**src/core/cpg_pkg.sv**
```systemverilog
// Purpose: constants and types of the clock pulse generator control block
// Assumes: 100 MHz mclk, 16-bit register addresses, 8-bit register data
// Notes:   reserved register bits are plain storage
package clock_gen_pkg;

	localparam int ADDR_W = 16;
	localparam int DATA_W = 8;

	// Register addresses and the status word
	localparam logic [15:0] SYS_CLK_CTRL_ADDR = 16'hfde6;
	localparam logic [15:0] LOW_PWR_CTRL_ADDR = 16'hfdec;
	localparam logic [15:0] MODE_STATUS_ADDR  = 16'hfdf0;

	localparam logic [7:0] SYS_CLK_CTRL_RESET = 8'h00;
	localparam logic [7:0] LOW_PWR_CTRL_RESET = 8'h00;
	localparam logic [7:0] READ_IDLE          = 8'h00;

	// Clock control fields
	localparam int PHI_OFF_BIT = 7;
	localparam int BMC_SEL_LSB = 0;
	localparam int BMC_SEL_W   = 3;

	// Low-power control fields
	localparam int DIRECT_FLAG_BIT = 7;
	localparam int LOW_SPEED_BIT   = 6;
	localparam int NOISE_SEL_BIT   = 5;
	localparam int SUB_HALT_BIT    = 4;
	localparam int FB_CUT_BIT      = 3;
	localparam int PLL_SEL_LSB     = 0;
	localparam int PLL_SEL_W       = 2;

	// Divider selections, as powers of two
	localparam logic [2:0] BMC_FULL       = 3'h0;
	localparam logic [2:0] BMC_MAX        = 3'h5;
	localparam logic [2:0] NOISE_DIV8_SEL = 3'h3;
	localparam logic [2:0] NOISE_DIV4_SEL = 3'h2;
	localparam int         DIV_CNT_W      = 5;

	// Direct transition dwell
	localparam int CLK_PERIOD_NS  = 10;
	localparam int DIRECT_TIME_NS = 80;
	localparam int DIRECT_CYCLES  =
		(DIRECT_TIME_NS + CLK_PERIOD_NS - 1) / CLK_PERIOD_NS;
	localparam int DIRECT_CNT_W   = 4;
	localparam logic [DIRECT_CNT_W-1:0] DIRECT_LAST =
		DIRECT_CNT_W'(DIRECT_CYCLES - 1);

	typedef enum logic [3:0] {
		mode_high,
		mode_medium,
		mode_sleep,
		mode_subactive,
		mode_subsleep,
		mode_sw_standby,
		mode_watch,
		mode_direct,
		mode_hw_standby
	} power_mode_t;

endpackage

```
**src/core/clock_pulse_gen_control.sv**
```systemverilog
// Purpose: register file, power-mode sequencer and clock enables of the
//          clock pulse generator
// Assumes: mclk is the system clock; all inputs synchronous to it
// Notes:   bus master clock leaves as an enable; the phi pin toggles at
//          half the system rate while it is live
`timescale 1ns/100ps
module clock_pulse_gen_control
	import clock_gen_pkg::*;
(
	input  wire logic              mclk,
	input  wire logic              rstn,
	input  wire logic [ADDR_W-1:0] addr,
	input  wire logic [DATA_W-1:0] wr_data,
	input  wire logic              wr_en,
	input  wire logic              rd_en,
	output logic      [DATA_W-1:0] rd_data,
	input  wire logic              sleep_exec,
	input  wire logic              standby_select,
	input  wire logic              timer_standby_select,
	input  wire logic              wake_event,
	input  wire logic              hw_standby_n,
	output logic                   phi_out,
	output logic                   phi_oe,
	output logic                   bus_clk_en,
	output logic                   noise_sample_en,
	output logic                   subclock_osc_halt,
	output logic                   feedback_resistor_disable,
	output logic      [1:0]        pll_multiplier_select,
	output logic      [3:0]        power_mode
);

	logic              rst_meta;
	logic              rst_sync_n;
	logic [7:0]        system_clock_control;
	logic [7:0]        low_power_control;
	power_mode_t       mode;
	power_mode_t       sleep_dest;
	power_mode_t       wake_dest;
	power_mode_t       run_mode;
	power_mode_t       direct_target;
	logic              direct_go;
	logic [DIRECT_CNT_W-1:0] direct_cnt;
	logic              hw_standby;
	logic              is_active;
	logic              phi_live;
	logic              settle_mode;
	logic [2:0]        bmc_sel;
	logic [2:0]        noise_sel;
	logic              phi_off;
	logic              direct_flag;
	logic              low_speed;
	logic              bus_tick;
	logic              noise_tick;

	// Reset release through two flops; assertion stays asynchronous
	// Both flops clear together, so a release never splits the design
	always_ff @(posedge mclk or negedge rstn)
	begin
		if (!rstn)
		begin
			rst_meta   <= 1'b0;
			rst_sync_n <= 1'b0;
		end
		else
		begin
			rst_meta   <= 1'b1;
			rst_sync_n <= rst_meta;
		end
	end

	// Field decode
	always_comb
	begin
		hw_standby  = !hw_standby_n;
		bmc_sel     = system_clock_control[BMC_SEL_LSB +: BMC_SEL_W];
		phi_off     = system_clock_control[PHI_OFF_BIT];
		direct_flag = low_power_control[DIRECT_FLAG_BIT];
		low_speed   = low_power_control[LOW_SPEED_BIT];
		noise_sel   = low_power_control[NOISE_SEL_BIT] ?
			NOISE_DIV4_SEL : NOISE_DIV8_SEL;
		run_mode    = (bmc_sel == BMC_FULL) ?
			mode_high : mode_medium;
		is_active   = (mode == mode_high) || (mode == mode_medium) ||
			(mode == mode_subactive);
	end

	// Clock control register; all bits plain storage
	// Reserved bits are kept, so software reads back what it wrote
	always_ff @(posedge mclk or negedge rst_sync_n)
	begin
		if (!rst_sync_n)
			system_clock_control <= SYS_CLK_CTRL_RESET;
		else if (hw_standby)
			system_clock_control <= SYS_CLK_CTRL_RESET;
		else if (wr_en && addr == SYS_CLK_CTRL_ADDR)
			system_clock_control <= wr_data;
	end

	// Low-power control; software standby leaves it alone
	// Hardware standby wins over a write in the same cycle
	always_ff @(posedge mclk or negedge rst_sync_n)
	begin
		if (!rst_sync_n)
			low_power_control <= LOW_PWR_CTRL_RESET;
		else if (hw_standby)
			low_power_control <= LOW_PWR_CTRL_RESET;
		else if (wr_en && addr == LOW_PWR_CTRL_ADDR)
			low_power_control <= wr_data;
	end

	// Read data valid only in the cycle after the strobe
	// Unmapped addresses and idle cycles read as zero
	always_ff @(posedge mclk or negedge rst_sync_n)
	begin
		if (!rst_sync_n)
			rd_data <= READ_IDLE;
		else if (rd_en)
		begin
			case (addr)
				SYS_CLK_CTRL_ADDR: rd_data <= system_clock_control;
				LOW_PWR_CTRL_ADDR: rd_data <= low_power_control;
				MODE_STATUS_ADDR:  rd_data <= {4'h0, mode};
				default:           rd_data <= READ_IDLE;
			endcase
		end
		else
			rd_data <= READ_IDLE;
	end

	// Where a SLEEP goes from the running modes
	// Halted modes never act on a SLEEP, so they keep their code
	always_comb
	begin
		sleep_dest = mode;
		direct_go  = 1'b0;
		case (mode)
			mode_high, mode_medium:
			begin
				if (!standby_select)
					sleep_dest = mode_sleep;
				else if (!timer_standby_select)
					sleep_dest = mode_sw_standby;
				else if (direct_flag && low_speed)
				begin
					sleep_dest = mode_subactive;
					direct_go  = 1'b1;
				end
				else if (direct_flag)
					sleep_dest = mode_sw_standby;
				else
					sleep_dest = mode_watch;
			end
			mode_subactive:
			begin
				if (!standby_select)
					sleep_dest = mode_subsleep;
				else if (direct_flag && !low_speed)
				begin
					sleep_dest = mode_high;
					direct_go  = 1'b1;
				end
				else if (direct_flag)
					sleep_dest = mode_subsleep;
				else
					sleep_dest = mode_watch;
			end
			default:
			begin
				sleep_dest = mode;
				direct_go  = 1'b0;
			end
		endcase
	end

	// Where a wake-up leads from each halted mode
	// Watch exit follows the low-speed flag; the others resume
	always_comb
	begin
		case (mode)
			mode_sleep:      wake_dest = run_mode;
			mode_sw_standby: wake_dest = run_mode;
			mode_subsleep:   wake_dest = mode_subactive;
			mode_watch:      wake_dest = low_speed ?
				mode_subactive : mode_high;
			default:         wake_dest = mode;
		endcase
	end

	// Power-mode sequencer; hardware standby overrides everything
	// High and medium track the select field on every edge without a SLEEP
	always_ff @(posedge mclk or negedge rst_sync_n)
	begin
		if (!rst_sync_n)
			mode <= mode_high;
		else if (hw_standby)
			mode <= mode_hw_standby;
		else
		begin
			case (mode)
				mode_hw_standby:
					mode <= mode_high;
				mode_direct:
					if (direct_cnt == DIRECT_LAST)
						mode <= direct_target;
				default:
					if (is_active && sleep_exec)
						mode <= direct_go ? mode_direct : sleep_dest;
					else if (mode == mode_subactive)
						mode <= mode_subactive;
					else if (is_active)
						mode <= run_mode;
					else if (wake_event)
						mode <= wake_dest;
			endcase
		end
	end

	// Destination and dwell of a direct transition
	// Target frozen on entry; later register writes cannot redirect it
	always_ff @(posedge mclk or negedge rst_sync_n)
	begin
		if (!rst_sync_n)
		begin
			direct_target <= mode_high;
			direct_cnt    <= '0;
		end
		else if (mode != mode_direct)
		begin
			direct_target <= sleep_dest;
			direct_cnt    <= '0;
		end
		else
			direct_cnt <= direct_cnt + DIRECT_CNT_W'(1);
	end

	// Modes in which the oscillator settings are re-applied
	always_comb
	begin
		settle_mode = (mode == mode_sw_standby) ||
			(mode == mode_watch) || (mode == mode_subactive);
	end

	// Multiplier and feedback choice reach the oscillator only while in a
	// settling mode, so a live oscillator never sees them change
	always_ff @(posedge mclk or negedge rst_sync_n)
	begin
		if (!rst_sync_n)
		begin
			pll_multiplier_select     <= '0;
			feedback_resistor_disable <= 1'b0;
		end
		else if (settle_mode)
		begin
			pll_multiplier_select     <=
				low_power_control[PLL_SEL_LSB +: PLL_SEL_W];
			feedback_resistor_disable <= low_power_control[FB_CUT_BIT];
		end
	end

	// Subclock oscillator control
	// Level copy only; the oscillator itself lives outside this block
	always_ff @(posedge mclk or negedge rst_sync_n)
	begin
		if (!rst_sync_n)
			subclock_osc_halt <= 1'b0;
		else
			subclock_osc_halt <= low_power_control[SUB_HALT_BIT];
	end

	// Two generators of one kind, each with its own count: bus master and noise sampling dividers
	clock_tick_divider u_bus_div (
		.clk   (mclk),
		.rst_n (rst_sync_n),
		.sel   (bmc_sel),
		.tick  (bus_tick)
	);

	clock_tick_divider u_noise_div (
		.clk   (mclk),
		.rst_n (rst_sync_n),
		.sel   (noise_sel),
		.tick  (noise_tick)
	);

	// Bus master runs only in high and medium speed; the subclock
	// path is outside this block
	always_ff @(posedge mclk or negedge rst_sync_n)
	begin
		if (!rst_sync_n)
			bus_clk_en <= 1'b0;
		else
			bus_clk_en <= bus_tick && ((mode == mode_high) ||
				(mode == mode_medium));
	end

	// No sampling once the subclock is halted
	// Enable drops one edge after the halt bit is written
	always_ff @(posedge mclk or negedge rst_sync_n)
	begin
		if (!rst_sync_n)
			noise_sample_en <= 1'b0;
		else
			noise_sample_en <= noise_tick &&
				!low_power_control[SUB_HALT_BIT];
	end

	// Modes in which the clock pin may run
	// Sleep keeps the pin running although the bus master stops
	always_comb
	begin
		phi_live = !phi_off && (is_active || (mode == mode_sleep) ||
			(mode == mode_subsleep));
	end

	// Clock pin: toggle when live, high otherwise, float in hw standby
	// Enable is high while driving; only hardware standby releases it
	always_ff @(posedge mclk or negedge rst_sync_n)
	begin
		if (!rst_sync_n)
		begin
			phi_out <= 1'b1;
			phi_oe  <= 1'b1;
		end
		else if (mode == mode_hw_standby)
		begin
			phi_out <= 1'b1;
			phi_oe  <= 1'b0;
		end
		else if (phi_live)
		begin
			phi_out <= !phi_out;
			phi_oe  <= 1'b1;
		end
		else
		begin
			phi_out <= 1'b1;
			phi_oe  <= 1'b1;
		end
	end

	// Mode straight from the sequencer flops
	assign power_mode = mode;

endmodule

```
**src/core/clock_tick_divider.sv**
```systemverilog
// Purpose: power-of-two tick divider with glitch-free selection change
// Assumes: sel is a power-of-two exponent, values above BMC_MAX clamp
// Notes:   tick is a one-cycle enable, not a derived clock
`timescale 1ns/100ps
module clock_tick_divider
	import clock_gen_pkg::*;
(
	input  wire logic       clk,
	input  wire logic       rst_n,
	input  wire logic [2:0] sel,
	output logic            tick
);

	logic [DIV_CNT_W-1:0] cnt;
	logic [2:0]           sel_live;
	logic [DIV_CNT_W-1:0] mask;

	// Free-running count shared by every divisor
	always_ff @(posedge clk or negedge rst_n)
	begin
		if (!rst_n)
			cnt <= '0;
		else
			cnt <= cnt + DIV_CNT_W'(1);
	end

	// Take a new divisor only where all periods end together
	always_ff @(posedge clk or negedge rst_n)
	begin
		if (!rst_n)
			sel_live <= BMC_FULL;
		else if (&cnt)
			sel_live <= (sel > BMC_MAX) ? BMC_MAX : sel;
	end

	always_comb
	begin
		mask = DIV_CNT_W'((6'h01 << sel_live) - 6'h01);
	end

	// One tick at the end of each divided period
	always_ff @(posedge clk or negedge rst_n)
	begin
		if (!rst_n)
			tick <= 1'b0;
		else
			tick <= ((cnt & mask) == mask);
	end

endmodule

```
**config.mk**
```make
export PLATFORM = sky130hd
export DESIGN_NAME = clock_pulse_gen_control
export DESIGN_NICKNAME = d
export VERILOG_FILES = /design/src/core/cpg_pkg.sv /design/src/core/clock_pulse_gen_control.sv /design/src/core/clock_tick_divider.sv
export SDC_FILE = /design/constraint.sdc
export NUM_CORES = 1
export LEC_CHECK = 0
export BUFFER_PORTS_ARGS = -buffer_cell sky130_fd_sc_hd__buf_4
export CORE_MARGIN = 10
export CORE_UTILIZATION = 35
export DETAILED_ROUTE_END_ITERATION = 16
export HOLD_SLACK_MARGIN = 0.12
export SYNTH_ARGS = -nofsm -noshare
export SYNTH_HDL_FRONTEND = slang
export SYNTH_HIERARCHICAL = 1
export SYNTH_SLANG_ARGS = --single-unit
export TNS_END_PERCENT = 10
```
**constraint.sdc**
```tcl
create_clock -name mclk -period 2.33 [get_ports mclk]
set_clock_uncertainty 0.1 [all_clocks]
set_input_delay 0.466 -clock mclk [delete_from_list [all_inputs] [get_ports mclk]]
set_output_delay 0.466 -clock mclk [all_outputs]
set_load 0.03 [all_outputs]
```
==> results by group <==
Floorplan
  – Number of placement rows: 34
  – Die Ht: 113.6 um
  – Die ar.: 0.01291 mm2
  – Core Region: 0.008636 mm2
  – Chip Width: 113.6 um
  – Top Ports: 53
  – Starting Density: 35.53%

Routing
  – DR pass1 iterations: 5
  – Via density: 5.196
  – Routed Antenna Nets: 0
  – Iteration-0 DRC Markers: 115
  – Via count: 2385
  – Wire length per cell: 15.61 um
  – Routed Wire Length: 7.164 mm
  – DRC Markers: 0

STA
  – RSZ-0062 raised after global routing: false
  – Final period utilization: 83.16%
  – Fin. Hold Viols: 0
  – Crit path time final: 1.938 ns
  – TNS Setup: 0 ns
  – Slew Limit Headroom: 61.00%
  – Setup violations, final: 0
  – Final Max Slew Viols: 0
  – Slew @ Worst Pin: 0.5838 ns
  – Fmax: 516.1 MHz

Synthesis
  – Number of enable flip-flop cells after synthesis: 0
  – Mux contribution to synthesized area: 6.281%
  – Post-synthesis adder-cell area fraction: 2.039%
  – Ys flop type: dfrtp_1
  – Yosys reg bits: 64
  – Mapped Area: 0.003068 mm2
  – Post-synthesis xor/xnor area fraction: 1.713%
  – Synth top area share: 50.57%
  – Synth unique cells: 62
  – Post-synthesis sequential area ratio: 52.28%
  – Avg Cell Area, Syn: 10.92 um2
  – Largest family of logic cells by synthesized area: simple AND/OR/NAND/NOR gates
  – Synth Area in Simple Gates: 19.78%
  – Fraction of registers with async set/reset: 100.0%
  – Dominant cells by area after synthesis: dfrtp_1 (51%), mux2i_1 (5.5%), nor2b_1 (4.5%), a21oi_1 (2.1%), ha_1 (2.0%)
  – Cells after Synth: 281
  – YS warnings: 6
  – Post-synthesis compound-gate area fraction: 14.85%
  – Yosys top cell by area: dfrtp_1

Power
  – Switch share: 30.36%
  – Power Density: 710.5 mW/mm2
  – Internal: 1.896 mW
  – Leak pwr: 1.838 nW
  – Sw Pwr: 0.8263 mW
  – Logic gate share of total power: 19.1%
  – Part of the power in registers: 46.4%
  – Clock power share: 34.5%
  – Peak VDD IR: 271.3 uV

Placement
  – Detail Placement HPWL: 5.310 mm
  – Placed Instances: 442
  – Gp weighted congestion: 0.8141
  – IO Port Bufs: 52

Clock tree
  – CTS root buffer: clkbuf_8
  – CTS Sinks: 64
  – Cts bufs inserted: 9
  – Bufs on Longest Clock Path: 2
  – CTS tree: done
  – Clock Latency Late Sink: 0.34 ns
  – Clk slew on worst S/H paths: 0.08 ns
  – H-tree Lvls: 3

Global routing
  – Initial antenna violation count: 0
  – Vias in the first global route: 2528
  – Total GRT Usage: 11.30%
  – Largest net degree at the start of global routing: 63
  – GRT overflow: 0
  – First-pass GRT wire length: 11.98 mm

Worst setup path
  – Worst stage delay on the critical path: 0.56 ns
  – WS Path Type: reg -> reg
  – Crit Path Max Fanout: 11
  – Buf+Inv Stages, Crit Path: 0
  – Setup crit end kind: flip-flop
  – Critical path's top delay family: compound AO/OA/AOI/OAI gates
  – Critical path arrival: 2.05 ns
  – CP required: 2.44 ns
  – CP max-delay cell: dfrtp_1
  – Crit-path cells: nand2_1 -> mux2i_1 -> a21oi_1 -> o21ai_1 -> o41ai_1
  – CP startpoint kind: flip-flop

Finish
  – Area growth, synth to finish: 24.88%
  – Share of layout cells above drive strength 1: 26.50%
  – Final nets: 384
  – Finished Layout Cells: 459
  – Antenna Cells: 0

Status
  – Outcome: complete, no violations

Worst hold path
  – Hold Crit Class: reg -> async

Flow run
  – Max Cap Viol: 0
## worst register-to-register path, stage by stage (launching register included)
cell,delay (ns)
dfrtp_1,0.56
nand2_1,0.21
mux2i_1,0.22
a21oi_1,0.18
o21ai_1,0.12
o41ai_1,0.43
## metal layers
metal / part of all wire [%] / track usage (%) / vias to the layer above / wire (um)
met3: 5.2 / 3.517 / 10 / 371
li1: - / - / 1155 / -
met5: 0 / 0 / - / 0
met4: 1.5 / 4.146 / 0 / 107
met1: 44 / 13.87 / 1169 / 3130
met2: 50 / 18.21 / 51 / 3556
## metrics by stage
step / total power [mW] / worst slack [ns] / hold slack [ns] / util (%) / instance area (um2)
after floorplan: 1.589 / 0.3195 / 0.07041 / - / 3083
final: 2.722 / 0.3923 / 0.1665 / 44.36 / 3831
after detailed placement: 1.804 / 0.4210 / 0.1507 / 41.99 / 3626
after CTS: 2.756 / 0.4066 / 0.1984 / 44.36 / 3831
after global routing: 2.867 / 0.2106 / 0.2150 / 44.36 / 3831
after global placement: 1.799 / 0.4472 / 0.1486 / 41.99 / 3626
## cell families after synthesis
kind of cell               count (synthesis)
other                                      2
adders and majority gates                  5
buffers and inverters                     20
AOI/OAI and AO/OA                         66
muxes                                     19
and+or+nand+nor                           99
DFF                                       64
xor gates and xnor gates                   6
## registers in the layout (all words and copies together) (netlist names), 2 cells and up
register,flops
u_noise_div/cnt,5
low_power_control,8
u_bus_div/sel_live,3
u_noise_div/sel_live,3
u_bus_div/cnt,5
pll_multiplier_select,2
system_clock_control,8
rd_data,8
direct_cnt,4
power_mode,4
direct_target,4
## placed cells by master, fill, tap and decap left out, drive strengths merged, types with 3 or more instances in the layout
cell type   n
conb        6
and3        9
ha          5
clkinvlp    3
nand2      15
nor2       14
a21oi      13
buf        59
nand3      10
nand3b      4
clkbuf      9
xor2        3
nand4       3
o21ai      12
xnor2       3
nand2b      5
a221o       4
a22oi       6
nor2b      22
o211ai      3
mux2i      17
dfrtp      62
nor3        5
o22ai       7
inv        11
a31oi       3
## timing repair
action	4_1_cts	5_1_grt
buffers inserted	0	0
hold buffers	1	0
gates resized for setup	0	0
hold endpoints to repair	2	0
## power groups by stage
stage / clock network, mW / registers [mW] / logic [mW]
floorplan: 0 / 1.36 / 0.228
global placement: 0 / 1.28 / 0.518
detailed placement: 0 / 1.28 / 0.521
CTS: 0.969 / 1.26 / 0.524
global route: 1.03 / 1.27 / 0.566
finish: 0.939 / 1.26 / 0.519
## layout make-up
class                           instances  area, um2
Clock inverter                          7      71.32
Timing Repair Buffer                   60      465.4
Fill cell                             859       4805
Clock buffer                            9      123.9
Multi-Input combinational cell        201       1393
Tap cell                              108      135.1
Sequential cell                        64       1605
Inverter                               10      37.54
## path summary, 6_finish.rpt
path                          startpoint               to  slack (ns)  cells past startpoint
setup / recovery           power_mode[0]    power_mode[2]        0.39                      5
hold / removal                rst_sync_n  noise_sample_en        0.17                      1
setup reg to reg           power_mode[0]    power_mode[2]        0.39                      5
hold reg to reg               rst_sync_n  noise_sample_en        0.17                      1
max in group asynchronous     rst_sync_n          phi_out        1.65                      1
min in group mclk               rst_meta       rst_sync_n        0.26                      0
## synth_stat cells, types with 6 or more instances
master    n
nor2b_1  22
a21oi_1  13
nand3_1  10
inv_1     9
a22oi_1   6
nor2_1   14
o22ai_1   7
mux2i_1  17
and3_1    7
nand2_1  13
o21ai_0   9
dfrtp_1  62
Note: power is estimated with default switching activity, not from simulation.
